### config.mk
export PLATFORM = sky130hd
export DESIGN_NAME = host_interrupt_event_mask
export DESIGN_NICKNAME = d
export VERILOG_FILES = /design/src/host_irq_pkg.sv /design/src/host_interrupt_event_mask.sv
export SDC_FILE = /design/constraint.sdc
export NUM_CORES = 1
export LEC_CHECK = 0
export ABC_AREA = 1
export CAP_MARGIN = 20
export CORE_AREA = 2 2 139 141
export DETAILED_ROUTE_END_ITERATION = 8
export DIE_AREA = 0 0 141 143
export DONT_BUFFER_PORTS = 1
export GPL_TIMING_DRIVEN = 0
export PLACE_DENSITY = 0.84
export SYNTH_ARGS = -nofsm -noshare
export SYNTH_HDL_FRONTEND = slang
export SYNTH_SLANG_ARGS = --single-unit
### constraint.sdc
create_clock -name clk -period 4.1 [get_ports clk]
set_input_delay 0.615 -clock clk [delete_from_list [all_inputs] [get_ports clk]]
set_output_delay 0.615 -clock clk [all_outputs]
set_load 0.02 [all_outputs]
### src/host_irq_pkg.sv
// Purpose: Shared constants for the host interrupt event and mask block
// Assumes: 32-bit AHB-Lite register bus, word accesses only
// Notes: Offsets are byte addresses within the block's 256-byte window

package host_irq_pkg;

  // ----------------------------------------------------------------
  // Widths
  // ----------------------------------------------------------------
  localparam int DATA_W = 32;      // Register and bus data width
  localparam int OFS_W = 8;        // Decoded low address bits
  localparam int NUM_SRC = 7;      // Latched hardware event sources

  // ----------------------------------------------------------------
  // Register offsets (set alias, clear alias pairs)
  // ----------------------------------------------------------------
  localparam logic [OFS_W-1:0] OFS_EVENT_SET = 8'h00;
  localparam logic [OFS_W-1:0] OFS_EVENT_CLR = 8'h04;
  localparam logic [OFS_W-1:0] OFS_MASK_SET = 8'h08;
  localparam logic [OFS_W-1:0] OFS_MASK_CLR = 8'h0c;
  localparam logic [OFS_W-1:0] OFS_ISO_TX_EVT_SET = 8'h10;
  localparam logic [OFS_W-1:0] OFS_ISO_TX_EVT_CLR = 8'h14;
  localparam logic [OFS_W-1:0] OFS_ISO_TX_MSK_SET = 8'h18;
  localparam logic [OFS_W-1:0] OFS_ISO_TX_MSK_CLR = 8'h1c;
  localparam logic [OFS_W-1:0] OFS_ISO_RX_EVT_SET = 8'h20;
  localparam logic [OFS_W-1:0] OFS_ISO_RX_EVT_CLR = 8'h24;
  localparam logic [OFS_W-1:0] OFS_ISO_RX_MSK_SET = 8'h28;
  localparam logic [OFS_W-1:0] OFS_ISO_RX_MSK_CLR = 8'h2c;

  // ----------------------------------------------------------------
  // Event bit positions
  // ----------------------------------------------------------------
  localparam int BIT_ISO_TX_SUM = 6;  // Unlatched transmit summary
  localparam int BIT_ISO_RX_SUM = 7;  // Unlatched receive summary
  // Bit position of each latched source, index order of the source vector
  localparam int SRC_POS [NUM_SRC] = '{0, 1, 2, 3, 4, 5, 8};

  // ----------------------------------------------------------------
  // Field layouts and reset values
  // ----------------------------------------------------------------
  localparam logic [DATA_W-1:0] LATCHED_BITS = 32'h0000013f; // Bits 0-5, 8
  localparam logic [DATA_W-1:0] MASK_BITS = 32'h000001ff;    // Bits 0-8
  localparam logic [DATA_W-1:0] ISO_BITS = 32'hffffffff;     // All contexts
  localparam logic [DATA_W-1:0] RST_WORD = 32'h00000000;

  // ----------------------------------------------------------------
  // Bus encodings
  // ----------------------------------------------------------------
  localparam logic [1:0] HTRANS_NONSEQ = 2'h2;
  localparam logic HRESP_OKAY = 1'h0;

endpackage

### src/host_interrupt_event_mask.sv
// Purpose: Interrupt event latch, mask gating and processor interrupt of a serial-bus host controller
// Assumes: Event sources come from logic on clk, so they are not synchronised
// Notes: Reads take one wait state so that hrdata comes from a flip-flop
//
// What this block does
// - DMA and device events both raise interrupt events
// - Set and clear aliases; zero bits change nothing
// - Interrupt high while event AND mask nonzero
// - Clear write drops interrupt unless new event
// - Bit set on source rising edge or set write
// - Set alias reads raw, clear alias reads masked
// - Event contents after reset need not be defined
// - Four isochronous event/mask registers with aliases
// - Bit 0: request transmit final command done
// - Bit 1: response transmit final command done
// - Bit 2: receive request buffer completed
// - Bit 3: receive response buffer completed
// - Bit 4: receive request packet stored, status updated
// - Bit 5: receive response packet stored, status updated
// - Bit 6: OR of masked transmit isochronous events
// - Bit 7: OR of masked receive isochronous events
// - Bit 8: posted write host bus error
//
// The implementer's own choices: the register addresses and the AHB-Lite register port.

`timescale 1ns/1ps

module host_interrupt_event_mask
(
  // Clock, reset, enable
  input wire logic clk,
  input wire logic rst_n,
  input wire logic ce,
  // AHB-Lite slave
  input wire logic hsel,
  input wire logic [31:0] haddr,
  input wire logic [1:0] htrans,
  input wire logic hwrite,
  input wire logic [2:0] hsize,
  input wire logic [31:0] hwdata,
  input wire logic hready,
  output logic hreadyout,
  output logic hresp,
  output logic [31:0] hrdata,
  // DMA-class event sources, active high levels
  input wire logic requestTxDone,
  input wire logic responseTxDone,
  input wire logic rxRequestBufferDone,
  input wire logic rxResponseBufferDone,
  input wire logic rxRequestPacketDone,
  input wire logic rxResponsePacketDone,
  // Device-class event source
  input wire logic postedWriteFault,
  // Isochronous per-context event sources
  input wire logic [31:0] isoTxSource,
  input wire logic [31:0] isoRxSource,
  // Processor interrupt
  output logic hostIrq
);

  // ----------------------------------------------------------------
  // State
  // ----------------------------------------------------------------
  typedef struct packed
  {
    logic [31:0] interruptEventReg;     // Latched event bits
    logic [31:0] interruptEnableMask;   // Event enable mask
    logic [31:0] isoTxEventReg;         // Transmit context events
    logic [31:0] isoTxMaskReg;          // Transmit context mask
    logic [31:0] isoRxEventReg;         // Receive context events
    logic [31:0] isoRxMaskReg;          // Receive context mask
    logic [host_irq_pkg::NUM_SRC-1:0] srcPrev; // Last source levels
    logic [31:0] isoTxPrev;             // Last transmit source levels
    logic [31:0] isoRxPrev;             // Last receive source levels
    logic pendWr;                       // Write data phase this cycle
    logic pendRd;                       // Read data phase in progress
    logic rdValid;                      // Read data captured
    logic inMap;                        // Address inside the window
    logic [host_irq_pkg::OFS_W-1:0] ofs; // Captured word offset
    logic [31:0] rdata;                 // Read data register
  } state_t;

  state_t st_ff;   // Registered state
  state_t nxt_st;  // Next state

  logic [host_irq_pkg::NUM_SRC-1:0] srcVec;  // Sources in position order
  logic [host_irq_pkg::NUM_SRC-1:0] srcRise; // Rising edges this cycle
  logic [31:0] srcEdgeBits;                  // Edges placed at bit positions
  logic [31:0] isoTxRise;                    // Transmit context edges
  logic [31:0] isoRxRise;                    // Receive context edges
  logic isoTxSum;                            // Masked transmit summary
  logic isoRxSum;                            // Masked receive summary
  logic [31:0] eventView;                    // Event register as software sees it
  logic accept;                              // Address phase taken

  // ----------------------------------------------------------------
  // Helpers
  // ----------------------------------------------------------------
  // Alias update; set wins over clear so an event in the clear cycle is kept
  function automatic logic [31:0] aliasUpd(input logic [31:0] cur, input logic [31:0] setBits,
                                           input logic [31:0] clrBits, input logic [31:0] writable);
    aliasUpd = ((cur & ~clrBits) | setBits) & writable;
  endfunction

  // Write strobe for one offset, zero when another register is addressed
  function automatic logic [31:0] wrBits(input logic en, input logic hit, input logic [7:0] ofs,
                                         input logic [7:0] target, input logic [31:0] data);
    wrBits = (en && hit && (ofs == target)) ? data : host_irq_pkg::RST_WORD;
  endfunction

  // ----------------------------------------------------------------
  // Event sources and edge detection
  // ----------------------------------------------------------------
  // DMA completions and the device fault share one edge detector
  assign srcVec = {postedWriteFault, rxResponsePacketDone, rxRequestPacketDone,
                   rxResponseBufferDone, rxRequestBufferDone, responseTxDone, requestTxDone};
  assign srcRise = srcVec & ~st_ff.srcPrev;
  assign isoTxRise = isoTxSource & ~st_ff.isoTxPrev;
  assign isoRxRise = isoRxSource & ~st_ff.isoRxPrev;

  // Scatter each source edge onto its event bit
  genvar gi;
  generate
    for (gi = 0; gi < 32; gi++)
    begin : g_bits
      logic hitBit;
      always_comb
      begin
        hitBit = 1'b0;
        for (int k = 0; k < host_irq_pkg::NUM_SRC; k++)
        begin
          // Sources at bits 0-5 and 8
          if (host_irq_pkg::SRC_POS[k] == gi)
          begin
            hitBit = hitBit | srcRise[k];
          end
        end
      end
      assign srcEdgeBits[gi] = hitBit;
    end
  endgenerate

  // ----------------------------------------------------------------
  // Summaries and interrupt output
  // ----------------------------------------------------------------
  // Unlatched summaries follow the isochronous registers directly
  assign isoTxSum = |(st_ff.isoTxEventReg & st_ff.isoTxMaskReg);
  assign isoRxSum = |(st_ff.isoRxEventReg & st_ff.isoRxMaskReg);

  // Reserved bits are forced low by the latched layout
  always_comb
  begin
    eventView = st_ff.interruptEventReg & host_irq_pkg::LATCHED_BITS;
    eventView[host_irq_pkg::BIT_ISO_TX_SUM] = isoTxSum;
    eventView[host_irq_pkg::BIT_ISO_RX_SUM] = isoRxSum;
  end

  // Level interrupt; it falls as soon as the clear write lands
  assign hostIrq = |(eventView & st_ff.interruptEnableMask);

  // ----------------------------------------------------------------
  // Bus handshake
  // ----------------------------------------------------------------
  // Only the first cycle of a read data phase stalls
  assign hreadyout = ~(st_ff.pendRd & ~st_ff.rdValid);
  assign hresp = host_irq_pkg::HRESP_OKAY;
  assign hrdata = st_ff.rdata;
  // Singles only; SEQ is treated like NONSEQ since bursts are not issued
  assign accept = hsel & htrans[1] & hready;

  // ----------------------------------------------------------------
  // Next state
  // ----------------------------------------------------------------
  always_comb
  begin
    logic [31:0] evSet;
    logic [31:0] evClr;
    logic [31:0] mkSet;
    logic [31:0] mkClr;
    logic [31:0] txSet;
    logic [31:0] txClr;
    logic [31:0] txMSet;
    logic [31:0] txMClr;
    logic [31:0] rxSet;
    logic [31:0] rxClr;
    logic [31:0] rxMSet;
    logic [31:0] rxMClr;
    nxt_st = st_ff;
    // Write strobes of the data phase
    evSet = wrBits(st_ff.pendWr, st_ff.inMap, st_ff.ofs, host_irq_pkg::OFS_EVENT_SET, hwdata);
    evClr = wrBits(st_ff.pendWr, st_ff.inMap, st_ff.ofs, host_irq_pkg::OFS_EVENT_CLR, hwdata);
    mkSet = wrBits(st_ff.pendWr, st_ff.inMap, st_ff.ofs, host_irq_pkg::OFS_MASK_SET, hwdata);
    mkClr = wrBits(st_ff.pendWr, st_ff.inMap, st_ff.ofs, host_irq_pkg::OFS_MASK_CLR, hwdata);
    txSet = wrBits(st_ff.pendWr, st_ff.inMap, st_ff.ofs, host_irq_pkg::OFS_ISO_TX_EVT_SET, hwdata);
    txClr = wrBits(st_ff.pendWr, st_ff.inMap, st_ff.ofs, host_irq_pkg::OFS_ISO_TX_EVT_CLR, hwdata);
    txMSet = wrBits(st_ff.pendWr, st_ff.inMap, st_ff.ofs, host_irq_pkg::OFS_ISO_TX_MSK_SET, hwdata);
    txMClr = wrBits(st_ff.pendWr, st_ff.inMap, st_ff.ofs, host_irq_pkg::OFS_ISO_TX_MSK_CLR, hwdata);
    rxSet = wrBits(st_ff.pendWr, st_ff.inMap, st_ff.ofs, host_irq_pkg::OFS_ISO_RX_EVT_SET, hwdata);
    rxClr = wrBits(st_ff.pendWr, st_ff.inMap, st_ff.ofs, host_irq_pkg::OFS_ISO_RX_EVT_CLR, hwdata);
    rxMSet = wrBits(st_ff.pendWr, st_ff.inMap, st_ff.ofs, host_irq_pkg::OFS_ISO_RX_MSK_SET, hwdata);
    rxMClr = wrBits(st_ff.pendWr, st_ff.inMap, st_ff.ofs, host_irq_pkg::OFS_ISO_RX_MSK_CLR, hwdata);

    // Main event register: hardware edges or software set
    nxt_st.interruptEventReg = aliasUpd(st_ff.interruptEventReg, evSet | srcEdgeBits, evClr,
                                        host_irq_pkg::LATCHED_BITS);
    nxt_st.interruptEnableMask = aliasUpd(st_ff.interruptEnableMask, mkSet, mkClr,
                                          host_irq_pkg::MASK_BITS);
    // Isochronous context registers
    nxt_st.isoTxEventReg = aliasUpd(st_ff.isoTxEventReg, txSet | isoTxRise, txClr, host_irq_pkg::ISO_BITS);
    nxt_st.isoTxMaskReg = aliasUpd(st_ff.isoTxMaskReg, txMSet, txMClr, host_irq_pkg::ISO_BITS);
    nxt_st.isoRxEventReg = aliasUpd(st_ff.isoRxEventReg, rxSet | isoRxRise, rxClr, host_irq_pkg::ISO_BITS);
    nxt_st.isoRxMaskReg = aliasUpd(st_ff.isoRxMaskReg, rxMSet, rxMClr, host_irq_pkg::ISO_BITS);
    nxt_st.srcPrev = srcVec;
    nxt_st.isoTxPrev = isoTxSource;
    nxt_st.isoRxPrev = isoRxSource;

    // Data phase bookkeeping
    nxt_st.pendWr = 1'b0;
    if (st_ff.pendRd && !st_ff.rdValid)
    begin
      // Capture read data; unmapped offsets read zero
      nxt_st.rdValid = 1'b1;
      nxt_st.rdata = host_irq_pkg::RST_WORD;
      if (st_ff.inMap)
      begin
        case (st_ff.ofs)
          host_irq_pkg::OFS_EVENT_SET: nxt_st.rdata = eventView;
          host_irq_pkg::OFS_EVENT_CLR: nxt_st.rdata = eventView & st_ff.interruptEnableMask;
          host_irq_pkg::OFS_MASK_SET,
          host_irq_pkg::OFS_MASK_CLR: nxt_st.rdata = st_ff.interruptEnableMask;
          host_irq_pkg::OFS_ISO_TX_EVT_SET: nxt_st.rdata = st_ff.isoTxEventReg;
          host_irq_pkg::OFS_ISO_TX_EVT_CLR: nxt_st.rdata = st_ff.isoTxEventReg & st_ff.isoTxMaskReg;
          host_irq_pkg::OFS_ISO_TX_MSK_SET,
          host_irq_pkg::OFS_ISO_TX_MSK_CLR: nxt_st.rdata = st_ff.isoTxMaskReg;
          host_irq_pkg::OFS_ISO_RX_EVT_SET: nxt_st.rdata = st_ff.isoRxEventReg;
          host_irq_pkg::OFS_ISO_RX_EVT_CLR: nxt_st.rdata = st_ff.isoRxEventReg & st_ff.isoRxMaskReg;
          host_irq_pkg::OFS_ISO_RX_MSK_SET,
          host_irq_pkg::OFS_ISO_RX_MSK_CLR: nxt_st.rdata = st_ff.isoRxMaskReg;
          default: nxt_st.rdata = host_irq_pkg::RST_WORD;
        endcase
      end
    end
    else if (st_ff.pendRd)
    begin
      // Read data presented this cycle with hreadyout high
      nxt_st.pendRd = 1'b0;
      nxt_st.rdValid = 1'b0;
    end

    // New address phase overrides the finished one
    if (accept)
    begin
      nxt_st.pendWr = hwrite;
      nxt_st.pendRd = ~hwrite;
      nxt_st.rdValid = 1'b0;
      nxt_st.inMap = (haddr[31:host_irq_pkg::OFS_W] == '0);
      nxt_st.ofs = {haddr[host_irq_pkg::OFS_W-1:2], 2'h0};
    end
  end

  // ----------------------------------------------------------------
  // State register
  // ----------------------------------------------------------------
  // Events clear at reset for a defined start, though software may not rely on it
  always_ff @(posedge clk or negedge rst_n)
  begin
    if (!rst_n)
    begin
      st_ff <= '0;
    end
    else if (ce)
    begin
      st_ff <= nxt_st;
    end
  end
endmodule

==> results of run 1 <==
==> layout by cell type (no fill, tap or decap) <==
cell	instances
nand2_1	655
dfrtp_1	257
o21ai_0	211
nor2_1	101
o211ai_1	65
nand3_1	52
clkbuf_1	52
inv_1	48
a21oi_1	48
buf_4	34
o21ai_1	33
buf_2	30
clkbuf_16	27
nand3b_1	21
clkbuf_8	8
o221ai_1	7
nand4_1	6
nor2_2	6
inv_2	6
nor4_1	6
nor2_4	2
nand3_2	2
inv_6	2
buf_1	1
a22o_1	1
conb_1	1
clkinv_2	1
bufinv_16	1
clkinv_4	1
==> registers in the layout, indices dropped and copies added, names as in the netlist <==
register,cells
hrdata,32
st_ff,218
eventView,7
==> cell type report <==
cell class / count / area (µm²)
inverter: 54 / 203
sequential: 257 / 6430
fill: 1420 / 4770
tap: 234 / 293
clock inverter: 5 / 61.3
buffer: 112 / 586
multi-input combinational: 1217 / 5430
clock buffer: 40 / 805
==> logic make-up (layout without fill, tap and decap cells) <==
kind of cell,count (synthesis),count (layout),share of synthesized area
buffers and inverters,166,211,0.0623
and+or+nand+nor,851,851,0.270
DFF,257,257,0.508
AOI/OAI and AO/OA,365,365,0.160
other,1,1,0.000296
==> per-layer routing <==
metal / vias to the layer above / GRT usage / wire (µm)
met5: - / 0 / 12
met4: 2 / 0.173 / 1870
met3: 158 / 0.0885 / 5220
met2: 892 / 0.603 / 17200
met1: 5511 / 0.572 / 15400
li1: 5420 / - / -
==> synth_stat cells <==
master / instances / share of area
nand2_1: 655 / 0.19
dfrtp_1: 257 / 0.51
o21ai_0: 211 / 0.083
nor2_1: 101 / 0.030
o211ai_1: 65 / 0.039
nand3_1: 52 / 0.021
a21oi_1: 48 / 0.019
inv_1: 48 / 0.014
clkbuf_1: 47 / 0.014
buf_4: 34 / 0.020
o21ai_1: 33 / 0.013
buf_2: 30 / 0.012
nand3b_1: 21 / 0.012
o221ai_1: 7 / 0.0048
inv_2: 6 / 0.0018
nand4_1: 6 / 0.0030
nor2_2: 6 / 0.0030
nor4_1: 6 / 0.0030
nand3_2: 2 / 0.0016
nor2_4: 2 / 0.0018
a22o_1: 1 / 0.00069
buf_1: 1 / 0.00030
conb_1: 1 / 0.00030
==> worst max-delay path: cells and delay by family (launching register included) <==
family,cells,cell delay (ns)
AND/OR/NAND/NOR,8,1.08
flip-flops,1,0.43
==> power by group <==
part           switching [mW]  internal, mW
Clock                    1.01          1.41
Sequential             0.0870          2.66
Combinational           0.547         0.200
==> path summary, 6_finish.rpt <==
kind	startpoint	slack [ns]	endpoint
min in group clk	hwrite	0.16	st_ff[42]$_DFFE_PN0P_
max	st_ff[152]$_DFFE_PN0P_	1.43	hostIrq
max in group asynchronous	rst_n	3.90	st_ff[84]$_DFFE_PN0P_
min reg2reg	st_ff[53]$_DFFE_PN0P_	0.47	st_ff[53]$_DFFE_PN0P_
max reg2reg	st_ff[39]$_DFFE_PN0P_	1.68	hrdata[10]$_DFFE_PN0P_
min	rst_n	-0.23	hrdata[30]$_DFFE_PN0P_
==> per-stage QoR <==
| stage | utilization | power, mW | area, µm² | cells | setup WS, ns |
|---|---|---|---|---|---|
| global route | 0.743 | 6.09 | 13800 | 1919 | 1.39 |
| finish | 0.743 | 5.91 | 13800 | 1919 | 1.43 |
| floorplan | - | 3.25 | 12700 | 1640 | 2.45 |
| detailed placement | 0.697 | 3.49 | 12900 | 1874 | 1.72 |
| CTS | 0.743 | 5.88 | 13800 | 1919 | 1.49 |
| global placement | 0.697 | 3.48 | 12900 | 1874 | 1.72 |
==> results_dict.tcl, run 1 <==
set metrics [dict create \
    drive_gt1_frac 0.0712 \
    path_class "flip-flop to primary output" \
    drv_slew 0 \
    worst_pin_slew_ns 0.834 \
    hpwl_um 27500 \
    slowest_delay_ns 0.43 \
    grt_setup_unrepaired "false" \
    root_buffer "clkbuf_16" \
    vias 12000 \
    synth_cell_type_count 23 \
    drt_iter0_markers 1815 \
    path_cells "nand2_1 -> nand2_1 -> nor2_1 -> nand2_1 -> nor2_1 -> nand2_1 -> nand2_1 -> nand3_1" \
    drt-vias-per-instance 6.24 \
    routabilityCongestion 0.951 \
    fin_crit_sh 0.652 \
    hold_ws_ns -0.231 \
    cp-start-kind "flip-flop" \
    first_pass_iters 6 \
    hold_class "primary input to asynchronous set/reset pin" \
    h-tree-depth 1 \
    violations "negative hold slack" \
    cp.required_ns 3.48 \
    overflow 0 \
    antenna_found_initial 1 \
    syn_nets 1786 \
    ant_nets 0 \
    yosysWarnings 0 \
    core_area_mm2 0.0186 \
    grt_pass1_vias 11300 \
    power_density_mw_per_mm2 428 \
    clkSlewWorstSetupHoldPaths_ns 0.06 \
    worstRegToRegCells 9 \
    drc 0 \
    rows 50 \
    numCtsBuffers 27 \
    cts_tree "done" \
    relSlewSlack 0.444 \
    final_nets 1815 \
    syn-mean-instance-area_um2 7.72 \
    grt_use_total 0.402 \
    timing.final.crit_period_ns 2.67 \
    clock-skew-final_ns 0.0136 \
    wl_per_cell_um 20.7 \
    tns_ns 0 \
    diodes 0 \
    status "complete, but fails checks" \
    max_cap_violations 0 \
    yosys_register_bits 257 \
    grt_max_degree 258 \
    clock_latency_ns 0.54 \
    initial_core_util 0.681 \
    cts_resized 0 \
    end_kind "primary output" \
    synth_cells 1640 \
    ys_seq_area_frac 0.508 \
    setup-violations-final 0 \
    critPathMaxFanout 3 \
    peakVddDrop_v 0.000347 \
    cpMaxStageDelayCell "dfrtp_1" \
    clockBufferDepth 3 \
    syn2layout_area_growth_pct 9.16 \
    path_common_cell "nand2_1" \
    syn_area_mm2 0.0127 \
    io_buffers 0 \
    fp.dieH_um 143 \
    fp.dieW_um 141 \
    totalWireLength_um 39800 \
    clock-sinks 257 \
    cp.arrival_ns 2.06 \
    power.leakage_nw 6.54 \
    fmax_mhz 374 \
    cts_setup_buffers 0 \
    dieArea_mm2 0.0202 \
    final-hold-violation-count 257 \
    grt_pass1_wl_um 61700 \
    pin_count 181 \
]
No activity file was read; power rests on OpenSTA's default activity.
==> run 2, diff against run 1 <==
CORE_AREA = 2 2 151 153   (was 2 2 139 141)
DIE_AREA = 0 0 153 155   (was 0 0 141 143)
PLACE_DENSITY = 0.76   (was 0.84)
clock period = 2.3 ns   (was 4.1 ns; I/O delays follow)
==> run 2 against run 1 <==
  * Critical path type unchanged
  * Die area increased by 18%
  * Worst hold slack got worse by 0.28 ns
  * The flow still finishes with violations (negative hold slack)
  * First-iteration DRC count down 18%
==> results_dict.tcl, run 2 (same netlist as run 1, synthesis figures left out) <==
set metrics [dict create \
    fin_crit_sh 0.980 \
    largest_reg_flops 218 \
    core_area_mm2 0.0222 \
    max_cap_violations 0 \
    h-tree-depth 1 \
    routabilityCongestion 0.980 \
    final_common_cell "nand2_1" \
    grt_use_total 0.338 \
    drc 0 \
    clock-sinks 257 \
    intPower_mw 8.00 \
    cp-start-kind "flip-flop" \
    numCtsBuffers 28 \
    clkSlewWorstSetupHoldPaths_ns 0.06 \
    grt_pass1_vias 11400 \
    final_nets 1893 \
    hold_class "primary input to asynchronous set/reset pin" \
    drive_gt1_frac 0.0809 \
    worst_pin_slew_ns 0.835 \
    post_dp_cell_area_mm2 0.0130 \
    fin_ws_ns 0.0465 \
    antenna_found_initial 1 \
    grt_pass1_wl_um 63000 \
    critPathMaxFanout 3 \
    root_buffer "clkbuf_16" \
    relSlewSlack 0.443 \
    pwr-share-clk 0.428 \
    largest_register "st_ff" \
    diodes 0 \
    dieArea_mm2 0.0237 \
    wl_per_cell_um 19.7 \
    fp.dieW_um 153 \
    seqPwrFrac 0.444 \
    grt_max_degree 258 \
    drt_iter0_markers 1494 \
    p_sw_mw 3.00 \
    io_buffers 0 \
    status "complete, but fails checks" \
    clock_latency_ns 0.55 \
    syn2layout_area_growth_pct 16.9 \
    power.leakage_nw 6.93 \
    path_class "flip-flop to primary output" \
    rows 55 \
    power_density_mw_per_mm2 744 \
    fp.dieH_um 155 \
    first_pass_iters 6 \
    overflow 0 \
    pre_cts_slack_ns 0.178 \
    setup-violations-final 0 \
    vias 12100 \
    clock-skew-final_ns 0.00796 \
    ant_nets 0 \
    drv_slew 0 \
    power_switching_share 0.273 \
    pin_count 181 \
    design_area_mm2 0.0148 \
    hpwl_um 27800 \
    final_cell_mix "nand2_1 (647), dfrtp_1 (256), o21ai_0 (211)" \
    violations "negative hold slack" \
    end_kind "primary output" \
    pwr-share-comb 0.128 \
    drt-vias-per-instance 5.88 \
    final-hold-violation-count 257 \
    tns_ns 0 \
    peakVddDrop_v 0.000588 \
    grt_setup_unrepaired "false" \
    timing.final.crit_period_ns 2.25 \
    cts_tree "done" \
    hold_ws_ns -0.506 \
    hold_buffers 77 \
    cp.required_ns 1.96 \
    clockBufferDepth 3 \
    totalWireLength_um 40300 \
    initial_core_util 0.569 \
    cp.arrival_ns 1.91 \
    fmax_mhz 444 \
]
==> run 2: cell type report <==
cell class / instances / area (µm²)
buffer: 112 / 589
clock buffer: 38 / 818
clock inverter: 12 / 146
fill: 1864 / 7440
inverter: 54 / 203
multi-input combinational: 1217 / 5470
sequential: 257 / 6430
tap: 285 / 357
timing repair buffer: 77 / 771
==> run 2: stage by stage <==
step / hold WS [ns] / util / power, mW / instances
2_1_floorplan: 0.0494 / - / 5.80 / 1640
3_3_place_gp: 0.0646 / 0.585 / 6.19 / 1925
3_5_place_dp: 0.0619 / 0.585 / 6.21 / 1925
4_1_cts: -0.514 / 0.664 / 11.0 / 2052
5_1_grt: -0.527 / 0.665 / 11.4 / 2052
6_report: -0.506 / 0.665 / 11.0 / 2052
==> run 2: power groups by stage <==
stage / registers (mW) / clock network [mW] / logic [mW]
2_1_floorplan: 4.92 / 0 / 0.873
3_3_place_gp: 4.95 / 0 / 1.24
3_5_place_dp: 4.96 / 0 / 1.25
4_1_cts: 4.88 / 4.72 / 1.36
5_1_grt: 4.91 / 4.90 / 1.55
6_report: 4.89 / 4.70 / 1.41
==> run 2: layer usage <==
metal	vias up	global-route usage	wire length, µm
li1	5579	-	-
met1	5733	0.489	17200
met2	639	0.502	17500
met3	106	0.0777	4080
met4	2	0.125	1570
met5	-	0	12
==> run 2: critical path: stages, from the launching register on <==
cell and delay [ns]:
dfrtp_1 0.43, nand2_1 0.16, nand2_1 0.10, nor2_1 0.10, nand2_1 0.07, nor2_2 0.14, nand2_1 0.14, nand2_2 0.11
nand3_4 0.11
==> run 2: final timing paths <==
kind	from	slack, ns	to	cells after the start
worst max-delay path	st_ff[152]$_DFFE_PN0P_	0.05	hostIrq	8
worst min-delay path	rst_n	-0.51	hrdata[3]$_DFFE_PN0P_	0
worst max register to register	st_ff[39]$_DFFE_PN0P_	0.10	st_ff[135]$_DFFE_PN0P_	7
worst min register to register	st_ff[52]$_DFFE_PN0P_	0.47	st_ff[52]$_DFFE_PN0P_	2
max in group asynchronous	rst_n	2.42	st_ff[197]$_DFFE_PN0P_	0
min in group clk	haddr[30]	0.01	st_ff[40]$_DFFE_PN0P_	3
==> run 2: timing repair <==
action / 4_1_cts / 5_1_grt
setup endpoints to repair: 1 / 5
buffers inserted: 0 / 0
resized for setup: 1 / 19
endpoints found under the hold margin: 390 / 257
